**config.mk**
```make
export PLATFORM = sky130hd
export DESIGN_NAME = oies_event_latch
export DESIGN_NICKNAME = d
export VERILOG_FILES = /design/src/core/oies_sync_bit.v /design/src/core/oies_event_latch.v
export VERILOG_INCLUDE_DIRS = /design/src /design/src/core
export SDC_FILE = /design/constraint.sdc
export NUM_CORES = 1
export LEC_CHECK = 0
export BUFFER_PORTS_ARGS = -buffer_cell sky130_fd_sc_hd__buf_2
export CAP_MARGIN = 15
export CORE_UTILIZATION = 56
export CTS_BUF_LIST = sky130_fd_sc_hd__clkbuf_4 sky130_fd_sc_hd__clkbuf_8 sky130_fd_sc_hd__clkbuf_16
export CTS_CLUSTER_SIZE = 16
export DETAILED_ROUTE_END_ITERATION = 10
export HOLD_SLACK_MARGIN = 0.06
export PLACE_DENSITY_LB_ADDON = 0.25
export SLEW_MARGIN = 25
export SYNTH_ARGS = -nofsm -noshare
export SYNTH_HDL_FRONTEND = slang
export SYNTH_SLANG_ARGS = --single-unit
```
**constraint.sdc**
```tcl
create_clock -name ref_clk -period 2.7 [get_ports ref_clk]
set_input_delay 0 -clock ref_clk [delete_from_list [all_inputs] [get_ports ref_clk]]
set_output_delay 0 -clock ref_clk [all_outputs]
set_load 0.05 [all_outputs]
```
**src/core/oies_consts.vh**
```
// Constants for the OTG interrupt enable, status and latch block.
// Assumes inclusion by bare name from the core/ design files.
`ifndef OIES_CONSTS_VH
`define OIES_CONSTS_VH
// ==========================================================
// Register addresses
`define OIES_ADDR_RISE_WR     6'h0D
`define OIES_ADDR_RISE_SET    6'h0E
`define OIES_ADDR_RISE_CLR    6'h0F
`define OIES_ADDR_FALL_WR     6'h10
`define OIES_ADDR_FALL_SET    6'h11
`define OIES_ADDR_FALL_CLR    6'h12
`define OIES_ADDR_STATUS      6'h13
`define OIES_ADDR_LATCH       6'h14
// ==========================================================
// Field positions and reset values
`define OIES_BIT_DETACH       0
`define OIES_BIT_VBUS         1
`define OIES_BIT_SESS         2
`define OIES_BIT_SEND         3
`define OIES_BIT_ID_LINE_GROUNDED        4
`define OIES_NSRC             5
`define OIES_ENABLE_RESET     5'h1F
`define OIES_LATCH_RESET      5'h00
// ==========================================================
// Timing
`define OIES_ID_SETTLE_MS     50
`define OIES_CLK_HZ           100000000
`define OIES_ARM_CYCLES       3'h4
`endif

```
**src/core/oies_sync_bit.v**
```verilog
// Two-flop synchroniser for one level from outside the clock domain.
// Assumes ref_clk and an active-high asynchronous reset.
module oies_sync_bit (
   // Clock and reset
   input  wire ref_clk,
   input  wire rst,
   // Level
   input  wire asyncIn,
   output reg  syncOut
);
   reg stage1;

   always @(posedge ref_clk or posedge rst) begin
      if (rst) begin
         stage1  <= 1'b0;
         syncOut <= 1'b0;
      end else begin
         stage1  <= asyncIn;
         syncOut <= stage1;
      end
   end
endmodule

```
**src/core/oies_event_latch.v**
```verilog
// Interrupt enable, live status and clear-on-read latch registers.
// Assumes register accesses arrive as one-cycle strobes on ref_clk from
// the ULPI register engine; analog sources arrive asynchronously.
`include "oies_consts.vh"
module oies_event_latch #(
   parameter ID_SETTLE_CYCLES = `OIES_ID_SETTLE_MS * (`OIES_CLK_HZ / 1000)
) (
   // Clock and reset
   input  wire       ref_clk,
   input  wire       rst,
   // Register access from the link
   input  wire [5:0] regAddr,
   input  wire [7:0] regWrData,
   input  wire       regWrEn,
   input  wire       regRdEn,
   output reg  [7:0] regRdData,
   output reg        regRdValid,
   // Analog event sources
   input  wire       peripheralDetachFlag,
   input  wire       busVoltageOk,
   input  wire       aDeviceSessionOk,
   input  wire       sessionOver,
   input  wire       idLineGrounded,
   // Mode controls from the OTG and function control logic
   input  wire       idLinePullupEnable,
   input  wire       dplusPulldownEnable,
   input  wire       dminusPulldownEnable,
   input  wire       lowPowerEnter,
   input  wire       serialModeEnter,
   input  wire       clockSuspendControl,
   input  wire       receiveInProgress,
   input  wire       receiveFault,
   // Event outputs
   output wire [4:0] eventPending,
   output wire       eventNotify,
   output wire       receiveReport,
   output wire [4:0] detectPowerOn,
   output reg        idValid
);
   // ==========================================================
   // Source synchronisation
   wire [4:0] rawSrc;
   wire [4:0] syncSrc;
   reg  [4:0] src;
   reg  [4:0] srcPrev;
   reg  [4:0] riseEn;
   reg  [4:0] fallEn;
   reg  [4:0] latch;
   reg  [31:0] idCount;
   reg        lowPower;
   reg  [4:0] next_latch;
   reg  [4:0] setMask;
   wire       hostMode;
   wire       readLatch;
   wire       clearLatch;
   wire [4:0] riseSeen;
   wire [4:0] fallSeen;
   reg  [2:0] armCount;
   wire       armed;
   reg  [7:0] next_rdData;

   // Session-valid source is the A-device session signal itself.
   assign rawSrc = {idLineGrounded, sessionOver, aDeviceSessionOk,
                    busVoltageOk, peripheralDetachFlag};

   genvar g;
   generate
      for (g = 0; g < `OIES_NSRC; g = g + 1) begin : gSync
         oies_sync_bit uSync (
            .ref_clk (ref_clk),
            .rst     (rst),
            .asyncIn (rawSrc[g]),
            .syncOut (syncSrc[g])
         );
      end
   endgenerate

   assign hostMode = dplusPulldownEnable & dminusPulldownEnable;

   // ==========================================================
   // Low-power state
   // Detach status stays masked from low-power entry until the link talks again.
   always @(posedge ref_clk or posedge rst) begin
      if (rst) begin
         lowPower <= 1'b0;
      end else if (lowPowerEnter) begin
         lowPower <= 1'b1;
      end else if (regWrEn | regRdEn) begin
         lowPower <= 1'b0;
      end
   end

   // Effective source levels; detach masked outside host mode and in low power.
   always @(posedge ref_clk or posedge rst) begin
      if (rst) begin
         src      <= 5'h00;
         srcPrev  <= 5'h00;
      end else begin
         src[0]   <= syncSrc[0] & hostMode & ~lowPower & ~lowPowerEnter;
         src[3:1] <= syncSrc[3:1];
         src[4]   <= syncSrc[4] & idLinePullupEnable;
         srcPrev  <= src;
      end
   end

   // ==========================================================
   // Edge arming
   // A source already high at reset release would look like a rising edge
   // while the synchronisers fill, so no event is reported until they have.
   always @(posedge ref_clk or posedge rst) begin
      if (rst)
         armCount <= 3'h0;
      else if (!armed)
         armCount <= armCount + 3'h1;
   end

   assign armed = (armCount == `OIES_ARM_CYCLES);

   // ==========================================================
   // ID settle timer: idValid rises only after the pull-up has been on long enough; the ID status and latch bits do not wait for it.
   always @(posedge ref_clk or posedge rst) begin
      if (rst) begin
         idCount <= 32'h00000000;
         idValid <= 1'b0;
      end else if (!idLinePullupEnable) begin
         idCount <= 32'h00000000;
         idValid <= 1'b0;
      end else if (idCount < ID_SETTLE_CYCLES) begin
         idCount <= idCount + 32'h00000001;
      end else begin
         idValid <= 1'b1;
      end
   end

   // ==========================================================
   // Enable registers
   // Writes to the status, latch or unmapped addresses fall to the default
   // branch and are dropped, so those registers stay read-only.
   always @(posedge ref_clk or posedge rst) begin
      if (rst) begin
         riseEn <= `OIES_ENABLE_RESET;
         fallEn <= `OIES_ENABLE_RESET;
      end else if (regWrEn) begin
         case (regAddr)
            `OIES_ADDR_RISE_WR:  riseEn <= regWrData[4:0];
            `OIES_ADDR_RISE_SET: riseEn <= riseEn | regWrData[4:0];
            `OIES_ADDR_RISE_CLR: riseEn <= riseEn & ~regWrData[4:0];
            `OIES_ADDR_FALL_WR:  fallEn <= regWrData[4:0];
            `OIES_ADDR_FALL_SET: fallEn <= fallEn | regWrData[4:0];
            `OIES_ADDR_FALL_CLR: fallEn <= fallEn & ~regWrData[4:0];
            default: ;
         endcase
      end
   end

   // Detection of a source may be gated off when neither edge is enabled.
   assign detectPowerOn = riseEn | fallEn;

   // ==========================================================
   // Latch
   assign readLatch = regRdEn & (regAddr == `OIES_ADDR_LATCH);

   assign riseSeen   = src & ~srcPrev & riseEn;
   assign fallSeen   = ~src & srcPrev & fallEn;
   assign clearLatch = readLatch | lowPowerEnter | serialModeEnter;

   always @* begin
      setMask = 5'h00;
      if (armed)
         setMask = riseSeen | fallSeen;
      if (clearLatch)
         next_latch = `OIES_LATCH_RESET;
      else
         next_latch = latch | setMask;
   end

   always @(posedge ref_clk or posedge rst) begin
      if (rst)
         latch <= `OIES_LATCH_RESET;
      else
         latch <= next_latch;
   end

   // ==========================================================
   // Event outputs
   assign eventPending = setMask;
   assign eventNotify  = |setMask;
   assign receiveReport = receiveInProgress | receiveFault;

   // Serial entry clears the latch whatever the clock-suspend setting, so
   // clockSuspendControl is intentionally left unread here.

   // ==========================================================
   // Read data; a set arriving with a latch read is returned, not stored.
   always @* begin
      next_rdData = regRdData;
      if (regRdEn) begin
         case (regAddr)
            `OIES_ADDR_RISE_WR, `OIES_ADDR_RISE_SET, `OIES_ADDR_RISE_CLR:
               next_rdData = {3'h0, riseEn};
            `OIES_ADDR_FALL_WR, `OIES_ADDR_FALL_SET, `OIES_ADDR_FALL_CLR:
               next_rdData = {3'h0, fallEn};
            `OIES_ADDR_STATUS:   next_rdData = {3'h0, src};
            `OIES_ADDR_LATCH:    next_rdData = {3'h0, latch | setMask};
            default:             next_rdData = 8'h00;
         endcase
      end
   end

   // Read data is held until the next read so a slow link can still pick it up.
   always @(posedge ref_clk or posedge rst) begin
      if (rst) begin
         regRdData  <= 8'h00;
         regRdValid <= 1'b0;
      end else begin
         regRdData  <= next_rdData;
         regRdValid <= regRdEn;
      end
   end
endmodule

```
==> flow_summary.toml, run 1 <==
[drt]
route.detailed.drc = 0
num_vias = 2779
drt-total-wl_um = 7420
drt_iter0_markers = 236
drtAntennaViolNets = 0
routed_via_density = 5.88
wl_per_cell_um = 15.7
drt_first_pass_iters = 4

[timing]
setup_tns_ns = 0
skew_ns = 0.00841
maxSlewHeadroom_pct = 57.1
worst_pin_slew_ns = 0.643
max_freq_ghz = 0.435
final.period_utilization_pct = 85.1
min_period_ns = 2.30
hold_slack_ns = 0.0820
hold_violations = 0
setup_violations = 0
slew_viol_final = 0
rsz0062_at_grt = "false"

[synthesis]
synth_top_family_by_area = "simple AND/OR/NAND/NOR gates"
syn_inst = 324
synth_simple_gate_area_share_pct = 20.9
synth-async-reset-ratio_pct = 100
ys_top_cells_by_area = "dfrtp_1 (49%), dfstp_2 (7.5%), a21oi_1 (3.2%)"
synth_mux_area_share_pct = 2.48
yosysWarnings = 0
ys.flop_type = "dfrtp_1"
ys_ff_latch = 78
synth_cell_types = 46
synth_seq_area_share_pct = 56.4
synth-xor-area-share_pct = 0.503
post-synth-top-area-cell = "dfrtp_1"
synth_area_sq_um = 3480
yosys.area_share.adder_pct = 1.08
yosysTopAreaCellShare_pct = 48.9
postSynthAreaPerCell_sq_um = 10.7
synth_edf_count = 0
synth-compound-area-share_pct = 15.2

[worst_setup_path]
start_kind = "register"
cp.depth = 6
path_delay_family = "compound AO/OA/AOI/OAI gates"
crit_slowest_cell = "or4_1"
rr_worst_depth = 6
cp.required_ns = 2.97
r2r_start = "idCount[11]"
max_stage_delay_ns = 0.52
cp_max_fo = 26
critPathLaunch = "idCount[11]"
endpoint_kind = "register"
path_cells = "a2111oi_0 > o31ai_1 > a221o_1 > buf_4 > or4_1 > a21oi_1"
cp.arrival_ns = 2.57
worst-setup-path-type = "register to register"
timing.critical_path.buf_inv = 1

[floorplan]
pin_count = 53
start_util_pct = 58.5
die_h_um = 80.9
row_count = 28
die-area_sq_um = 6540
core_sq_um = 5960
fp.dieW_um = 80.9

[min_path]
hold-path-cell-count = 3
holdCritStartpoint = "regAddr[1]"
worstHoldPathType = "primary input to register"

[power]
fin_total_pwr_mw = 2.47
ir_drop_mv = 0.497
p_leak_nw = 1.84
p_per_area_nw_per_um2 = 596

[global_route]
grt_pass1_vias = 2550
antenna_found_initial = 0
grtUsageTotal_pct = 24.1
grt_overflow = 0
grt_start_max_net_pins = 32
grt_pass1_wl_um = 11900

[clock_tree]
cts_hold_buffers = 17
clockBufferDepth = 2
cts_tree = "built"
numClockSinks = 78
clock_latency_ns = 0.35
cts_setup_buffers = 0
clk_root_buffer_cell = "clkbuf_8"
clkTransAtPathRegs_ns = 0.07
htreeDepth = 3
cts_resized = 0
cts-buffers-inserted = 9

[final_layout]
fin_nets = 427
fin_util_pct = 69.7
drive_above_1_share_pct = 23.9
n_fill_cell = 444
diodes = 0
synthToLayoutAreaGrowth_pct = 19.2

[place]
dpl.hpwl_um = 4990
place_congestion = 0.880
io_buffers = 45

[run]
cap_violations = 0

[status]
status = "completed"
-- through the flow --
stage / setup slack, ns / area (sq um) / cells
global placement: 0.452 / 3790 / 440
detailed placement: 0.419 / 3790 / 440
floorplan: 0.557 / 3490 / 326
CTS: 0.411 / 4150 / 473
finish: 0.402 / 4150 / 473
global route: 0.188 / 4150 / 473
-- worst reg2reg max path: stages, from the launching register on --
cell,delay (ns)
dfrtp_1,0.45
a2111oi_0,0.41
o31ai_1,0.14
a221o_1,0.33
buf_4,0.22
or4_1,0.53
a21oi_1,0.15
-- layout make-up --
cell class / count / area [sq um] / share of cell area, %
flip-flops and latches: 78 / 1960 / 47.3
multi-input cells: 223 / 1410 / 34.0
repair buffers: 69 / 448 / 10.8
clock buffers: 13 / 166 / 4.01
well taps: 75 / 93.8 / 2.26
inverters: 12 / 45.0 / 1.09
clock inverters: 3 / 18.8 / 0.452
-- layout by cell type (no fill, tap or decap), types with 3 or more instances in the layout --
cell            n
nor4_1          6
nor2_1         22
or2_2          10
nand3b_1       10
buf_4           7
and2_1         11
dlygate4sd3_1  17
dfrtp_1        68
a222oi_1        4
nand3_1         8
nor2b_1         4
inv_1          11
buf_2          45
conb_1          3
nand4_1         4
nand2_1        18
o31ai_1        14
a22o_1         10
nand2b_1        3
o22ai_1         4
dfstp_2        10
a21oi_1        22
clkbuf_8       11
or4_1          12
mux2i_1         3
or3_1           6
mux2_2          5
o21ai_0        18
ha_1            3
-- metal layers --
layer | routed length (um) | up-vias | global-route usage (%) | part of all wire [%]
met3 | 331 | 17 | 4.38 | 4.5
met5 | 0 | - | 0 | 0
li1 | - | 1329 | - | -
met4 | 158 | 0 | 12.0 | 2.1
met1 | 3450 | 1370 | 32.6 | 47
met2 | 3480 | 63 | 37.3 | 47
-- power breakdown --
part | total, mW | internal, mW | switching, mW
clock network | 0.804 | 0.404 | 0.401
registers | 1.29 | 1.24 | 0.0469
logic | 0.380 | 0.130 | 0.250
total | 2.47 | 1.78 | 0.698
-- sequential cells by signal (all words and copies together) (netlist names) --
| signal | count |
|---|---|
| latch | 5 |
| fallEn | 5 |
| gSync.uSync.syncOut | 5 |
| idCount | 32 |
| idValid | 1 |
| gSync.uSync.stage1 | 5 |
| regRdValid | 1 |
| armCount | 3 |
| regRdData | 5 |
| lowPower | 1 |
| riseEn | 5 |
| srcPrev | 5 |
| src | 5 |
-- synth_stat cells, types with 3 or more instances --
library cell	number
a21oi_1	22
a222oi_1	4
a22o_1	10
and2_1	11
buf_4	3
clkbuf_1	9
dfrtp_1	68
dfstp_2	10
ha_1	3
inv_1	12
mux2_2	5
mux2i_1	3
nand2_1	18
nand2b_1	3
nand3_1	8
nand3b_1	10
nand4_1	4
nor2_1	22
nor2b_1	4
nor4_1	6
o21ai_0	18
o22ai_1	4
o31ai_1	14
or2_2	10
or3_1	6
or4_1	12
-- cells by family (layout without fill, tap and decap cells) --
logic type               Yosys count  count (layout)
XOR/XNOR                           2               2
AO/OA/AOI/OAI                     81              81
adder cells (fa/ha/maj)            3               3
multiplexers                       8               8
buffers and inverters             25              97
other                              1               3
flip-flops                        78              78
AND/OR/NAND/NOR                  126             126
-- path summary, 6_finish.rpt --
kind	slack [ns]	endpoint
max in group asynchronous	1.65	idCount[16]
worst min-delay path	0.08	fallEn[0]
min in group asynchronous	0.24	srcPrev[3]
worst max register to register	0.40	idCount[8]
worst max-delay path	0.40	idCount[8]
worst min register to register	0.34	gSync[1].uSync.syncOut
No activity file was read; power rests on OpenSTA's default activity.
==> run 2, diff against run 1 <==
RECOVER_POWER = 50   (was default)
==> run 2 against run 1 <==
Effect of this change: design area decreased by 0.60%; first-iteration DRC count decreased by 20%; largest power group unchanged; sequential cell count unchanged; register-to-register slack about the same; worst setup slack got worse by 0.0036 ns; utilization decreased by 0.42 points; power increased by 0.14%.
==> flow_summary.toml, run 2 (synthesized netlist as in run 1, its figures left out) <==
[final_layout]
largest_reg_flops = 32
layout_common_cells = "dfrtp_1 (68), buf_2 (34), nor2_1 (22), a21oi_1 (22)"
fin_area_sq_um = 4120
layout_commonest_cell = "dfrtp_1"
n_fill_cell = 453
drive_above_1_share_pct = 20.1
diodes = 0
fin_util_pct = 69.2
synthToLayoutAreaGrowth_pct = 18.4
multiInputGateArea_sq_um = 1410
max_flop_register = "idCount"
ff_latch_area_sq_um = 1960
fin_nets = 427

[timing]
max_freq_ghz = 0.434
rsz0062_at_grt = "false"
hold_violations = 0
min_period_ns = 2.30
slew_viol_final = 0
maxSlewHeadroom_pct = 23.5
final.period_utilization_pct = 85.3
setup_tns_ns = 0
hold_slack_ns = 0.0818
setup_violations = 0
worst_pin_slew_ns = 1.15
skew_ns = 0.00540

[global_route]
grt_pass1_wl_um = 11900
grtUsageTotal_pct = 24.1
top_usage_layer = "met2"
grt_pass1_vias = 2550
met2_usage_pct = 37.3
grtUsageMet3_pct = 4.38
grt_start_max_net_pins = 32
met1_usage_pct = 32.6
grt_overflow = 0
antenna_found_initial = 0

[min_path]
hold-path-cell-count = 3
worstHoldPathType = "primary input to register"
holdCritStartpoint = "regAddr[1]"
min_to = "fallEn[0]"

[floorplan]
pin_count = 53
fp.dieW_um = 80.9
die_h_um = 80.9
start_util_pct = 58.5
row_count = 28
die-area_sq_um = 6540
core_sq_um = 5960

[place]
io_buffers = 45
place_congestion = 0.880
dpl.hpwl_um = 4990
dpl_cell_area_sq_um = 3790

[worst_setup_path]
reg2reg_slack_ns = 0.40
endpoint_kind = "register"
r2r_start = "idCount[11]"
worst-setup-path-type = "register to register"
start_kind = "register"
cp.required_ns = 2.96
rr_endpoint = "idCount[8]"
rr_worst_depth = 6
crit_slowest_cell = "or4_1"
path_cells = "a2111oi_0 > o31ai_1 > a221o_1 > buf_4 > or4_1 > a21oi_1"
cp.arrival_ns = 2.57
max_stage_delay_ns = 0.52
cp_max_fo = 26

[clock_tree]
numClockSinks = 78
cts-buffers-inserted = 9
clock_latency_ns = 0.34
htreeDepth = 3
clk_root_buffer_cell = "clkbuf_8"
cts_tree = "built"
cts_resized = 0
clkTransAtPathRegs_ns = 0.07
clockBufferDepth = 2

[drt]
drt-total-wl_um = 7440
drt_first_pass_iters = 4
wl_per_cell_um = 15.7
routed_via_density = 5.87
drt_iter0_markers = 189
num_vias = 2777
route.detailed.drc = 0
drtAntennaViolNets = 0

[run]
cap_violations = 0

[status]
status = "completed"

[power]
ir_drop_mv = 0.498
p_per_area_nw_per_um2 = 601
p_leak_nw = 1.78
## run 2: changes by cell type in the layout (fill, tap and decap cells not counted), sizes merged
cell / previous run / this run
buf: 52 / 38
clkbuf: 13 / 27
## run 2: worst max-delay path by stage
stage                      from           end  cells after the start
finish              idCount[11]    idCount[8]                      6
global route        idCount[11]   idCount[18]                      6
CTS                 idCount[11]    idCount[8]                      6
detailed placement  idCount[11]    idCount[5]                      6
global placement    idCount[11]    idCount[5]                      6
floorplan           armCount[0]  regRdData[4]                      7
## run 2: area by class of cell
type                       count  share of cell area [%]
timing repair buffer          69                    10.3
tap                           75                    2.28
clock inverter                 3                   0.455
multi-input combinational    223                    34.3
clock buffer                  13                    4.04
sequential                    78                    47.6
inverter                      12                    1.09
## run 2: critical path, delay by kind of cell, from the launching register on
family / cells / cell delay [ns]
AO/OA/AOI/OAI: 4 / 1.03
AND/OR/NAND/NOR: 1 / 0.52
flip-flops: 1 / 0.45
buffers and inverters: 1 / 0.22
## run 2: through the flow
stage	power, mW	setup WS (ns)	instances
floorplan	1.58	0.557	326
global placement	1.66	0.452	440
detailed placement	1.67	0.419	440
CTS	2.49	0.411	473
global route	2.56	0.185	473
finish	2.48	0.398	473
## run 2: power by group
group | switching [mW] | total, mW | internal, mW | leakage [nW]
sequential | 0.0471 | 1.29 | 1.24 | 1.00
combinational | 0.250 | 0.377 | 0.127 | 0.678
clock | 0.407 | 0.811 | 0.404 | 0.100
## run 2: timing repair
item,in CTS,in global routing
hold buffers,17,0
buffers inserted,0,0
hold endpoints to repair,62,0
## run 2: metal layers
layer | share of wire, % | vias up
li1 | - | 1331
met2 | 47 | 65
met4 | 2.0 | 0
met5 | 0 | -
met3 | 4.6 | 16
met1 | 47 | 1365
==> run 3, diff against run 2 <==
CORE_MARGIN = 4   (was default)
CTS_CLUSTER_SIZE = 10   (was 16)
==> run 3 against run 2 <==
Effect of this change: wire length shrank 0.62%; design area grew 0.18%; non-clock buffer count down 2; hold slack better by 0.0095 ns; sequential share of layout area shrank 0.086 points.
==> flow_summary.toml, run 3 (synthesized netlist as in run 1, its figures left out) <==
[status]
status = "completed"

[worst_setup_path]
cp_max_fo = 42
start_kind = "register"
cp.depth = 6
path_cells = "a2111oi_0 > o31ai_1 > a221o_1 > buf_4 > or4_1 > a21oi_1"
cp.required_ns = 2.95
worst-setup-path-type = "register to register"
crit_slowest_cell = "or4_1"
path_delay_family = "compound AO/OA/AOI/OAI gates"
timing.critical_path.buf_inv = 1
cp.arrival_ns = 2.58
endpoint_kind = "register"
rr_worst_depth = 6
max_stage_delay_ns = 0.53

[min_path]
worstHoldPathType = "primary input to register"
hold-path-cell-count = 3

[clock_tree]
numClockSinks = 78
cts-buffers-inserted = 9
clock_latency_ns = 0.35
cts_hold_buffers = 17
cts_resized = 0
clk_root_buffer_cell = "clkbuf_8"
clockBufferDepth = 2
cts_tree = "built"
htreeDepth = 3
clkTransAtPathRegs_ns = 0.08
cts_setup_buffers = 0

[floorplan]
die-area_sq_um = 7540
core_sq_um = 5990
row_count = 28
die_h_um = 86.9
start_util_pct = 58.1
pin_count = 53
fp.dieW_um = 86.9

[timing]
min_period_ns = 2.33
skew_ns = 0.0134
final.period_utilization_pct = 86.3
maxSlewHeadroom_pct = 5.75
slew_viol_final = 0
worst_pin_slew_ns = 1.41
setup_tns_ns = 0
max_freq_ghz = 0.429
setup_violations = 0
hold_violations = 0
rsz0062_at_grt = "false"

[final_layout]
layout_common_cells = "dfrtp_1 (68), buf_2 (34), nor2_1 (22), a21oi_1 (22)"
synthToLayoutAreaGrowth_pct = 18.6
largest_reg_flops = 32
max_flop_register = "idCount"
drive_above_1_share_pct = 19.9
layout_commonest_cell = "dfrtp_1"
fin_nets = 425
diodes = 0

[place]
io_buffers = 45
place_congestion = 0.808
dpl.hpwl_um = 4930

[run]
cap_violations = 0

[power]
clkPwrFrac_pct = 33.4
p_per_area_nw_per_um2 = 606
internal_power_mw = 1.81
fin_total_pwr_mw = 2.50
switchingPower_uw = 689
p_seq_share_pct = 51.4
power_frac_comb_pct = 15.2
ir_drop_mv = 0.367
switching_share_pct = 27.5
p_leak_nw = 1.78

[drt]
drt_iter0_markers = 118
drt_first_pass_iters = 4
wl_per_cell_um = 15.7
drtAntennaViolNets = 0
routed_via_density = 5.92
drt-total-wl_um = 7390
num_vias = 2789
route.detailed.drc = 0

[global_route]
grt_start_max_net_pins = 43
grt_pass1_vias = 2698
grtUsageTotal_pct = 21.0
grt_pass1_wl_um = 12300
grt_overflow = 0
antenna_found_initial = 0
[run 3: metal layers]
layer  up-vias  GRT usage [%]  part of all wire (%)
met5         -              0                     0
met4         0           7.08                   1.8
met3        13           6.43                   7.2
met2        92           33.9                    49
met1      1360           27.1                    42
li1       1324              -                     -
[run 3: path summary, 6_finish.rpt]
| check | from | to | slack (ns) |
|---|---|---|---|
| worst min-delay path | regAddr[1] | fallEn[0] | 0.09 |
| worst max register to register | idCount[11] | idCount[13] | 0.37 |
| worst max-delay path | idCount[11] | idCount[13] | 0.37 |
| worst min register to register | gSync[4].uSync.stage1 | gSync[4].uSync.syncOut | 0.35 |
| min in group asynchronous | rst | idCount[6] | 0.62 |
| max in group asynchronous | rst | riseEn[1] | 1.16 |
[run 3: per-stage QoR]
step	utilization, %	hold WS (ns)	setup slack, ns	cells	area (sq um)
5_1_grt	69.0	0.0887	0.255	471	4130
4_1_cts	69.3	0.0672	0.374	471	4150
6_report	69.0	0.0913	0.369	471	4130
3_3_place_gp	63.3	0.108	0.435	438	3790
2_1_floorplan	-	0.0314	0.557	326	3490
3_5_place_dp	63.3	0.109	0.370	438	3790
[run 3: layout make-up]
type | count | area, sq um
Clock buffer | 11 | 139
Timing Repair Buffer | 67 | 424
Sequential cell | 78 | 1960
Inverter | 12 | 45.0
Clock inverter | 5 | 52.6
Tap cell | 75 | 93.8
Multi-Input combinational cell | 223 | 1410
Fill cell | 469 | 1860
[run 3: power by group through the flow]
stage	clock, mW	sequential, mW	combinational (mW)
CTS	0.868	1.28	0.386
finish	0.837	1.29	0.381
floorplan	0	1.30	0.275
detailed placement	0	1.31	0.367
global placement	0	1.31	0.362
global route	0.920	1.29	0.406
[run 3: worst reg2reg max path: cells and delay by family, from the launching register on]
family,cells,cell delay [ns]
and+or+nand+nor,1,0.54
buffers and inverters,1,0.25
DFF,1,0.45
AOI/OAI and AO/OA,4,1.00
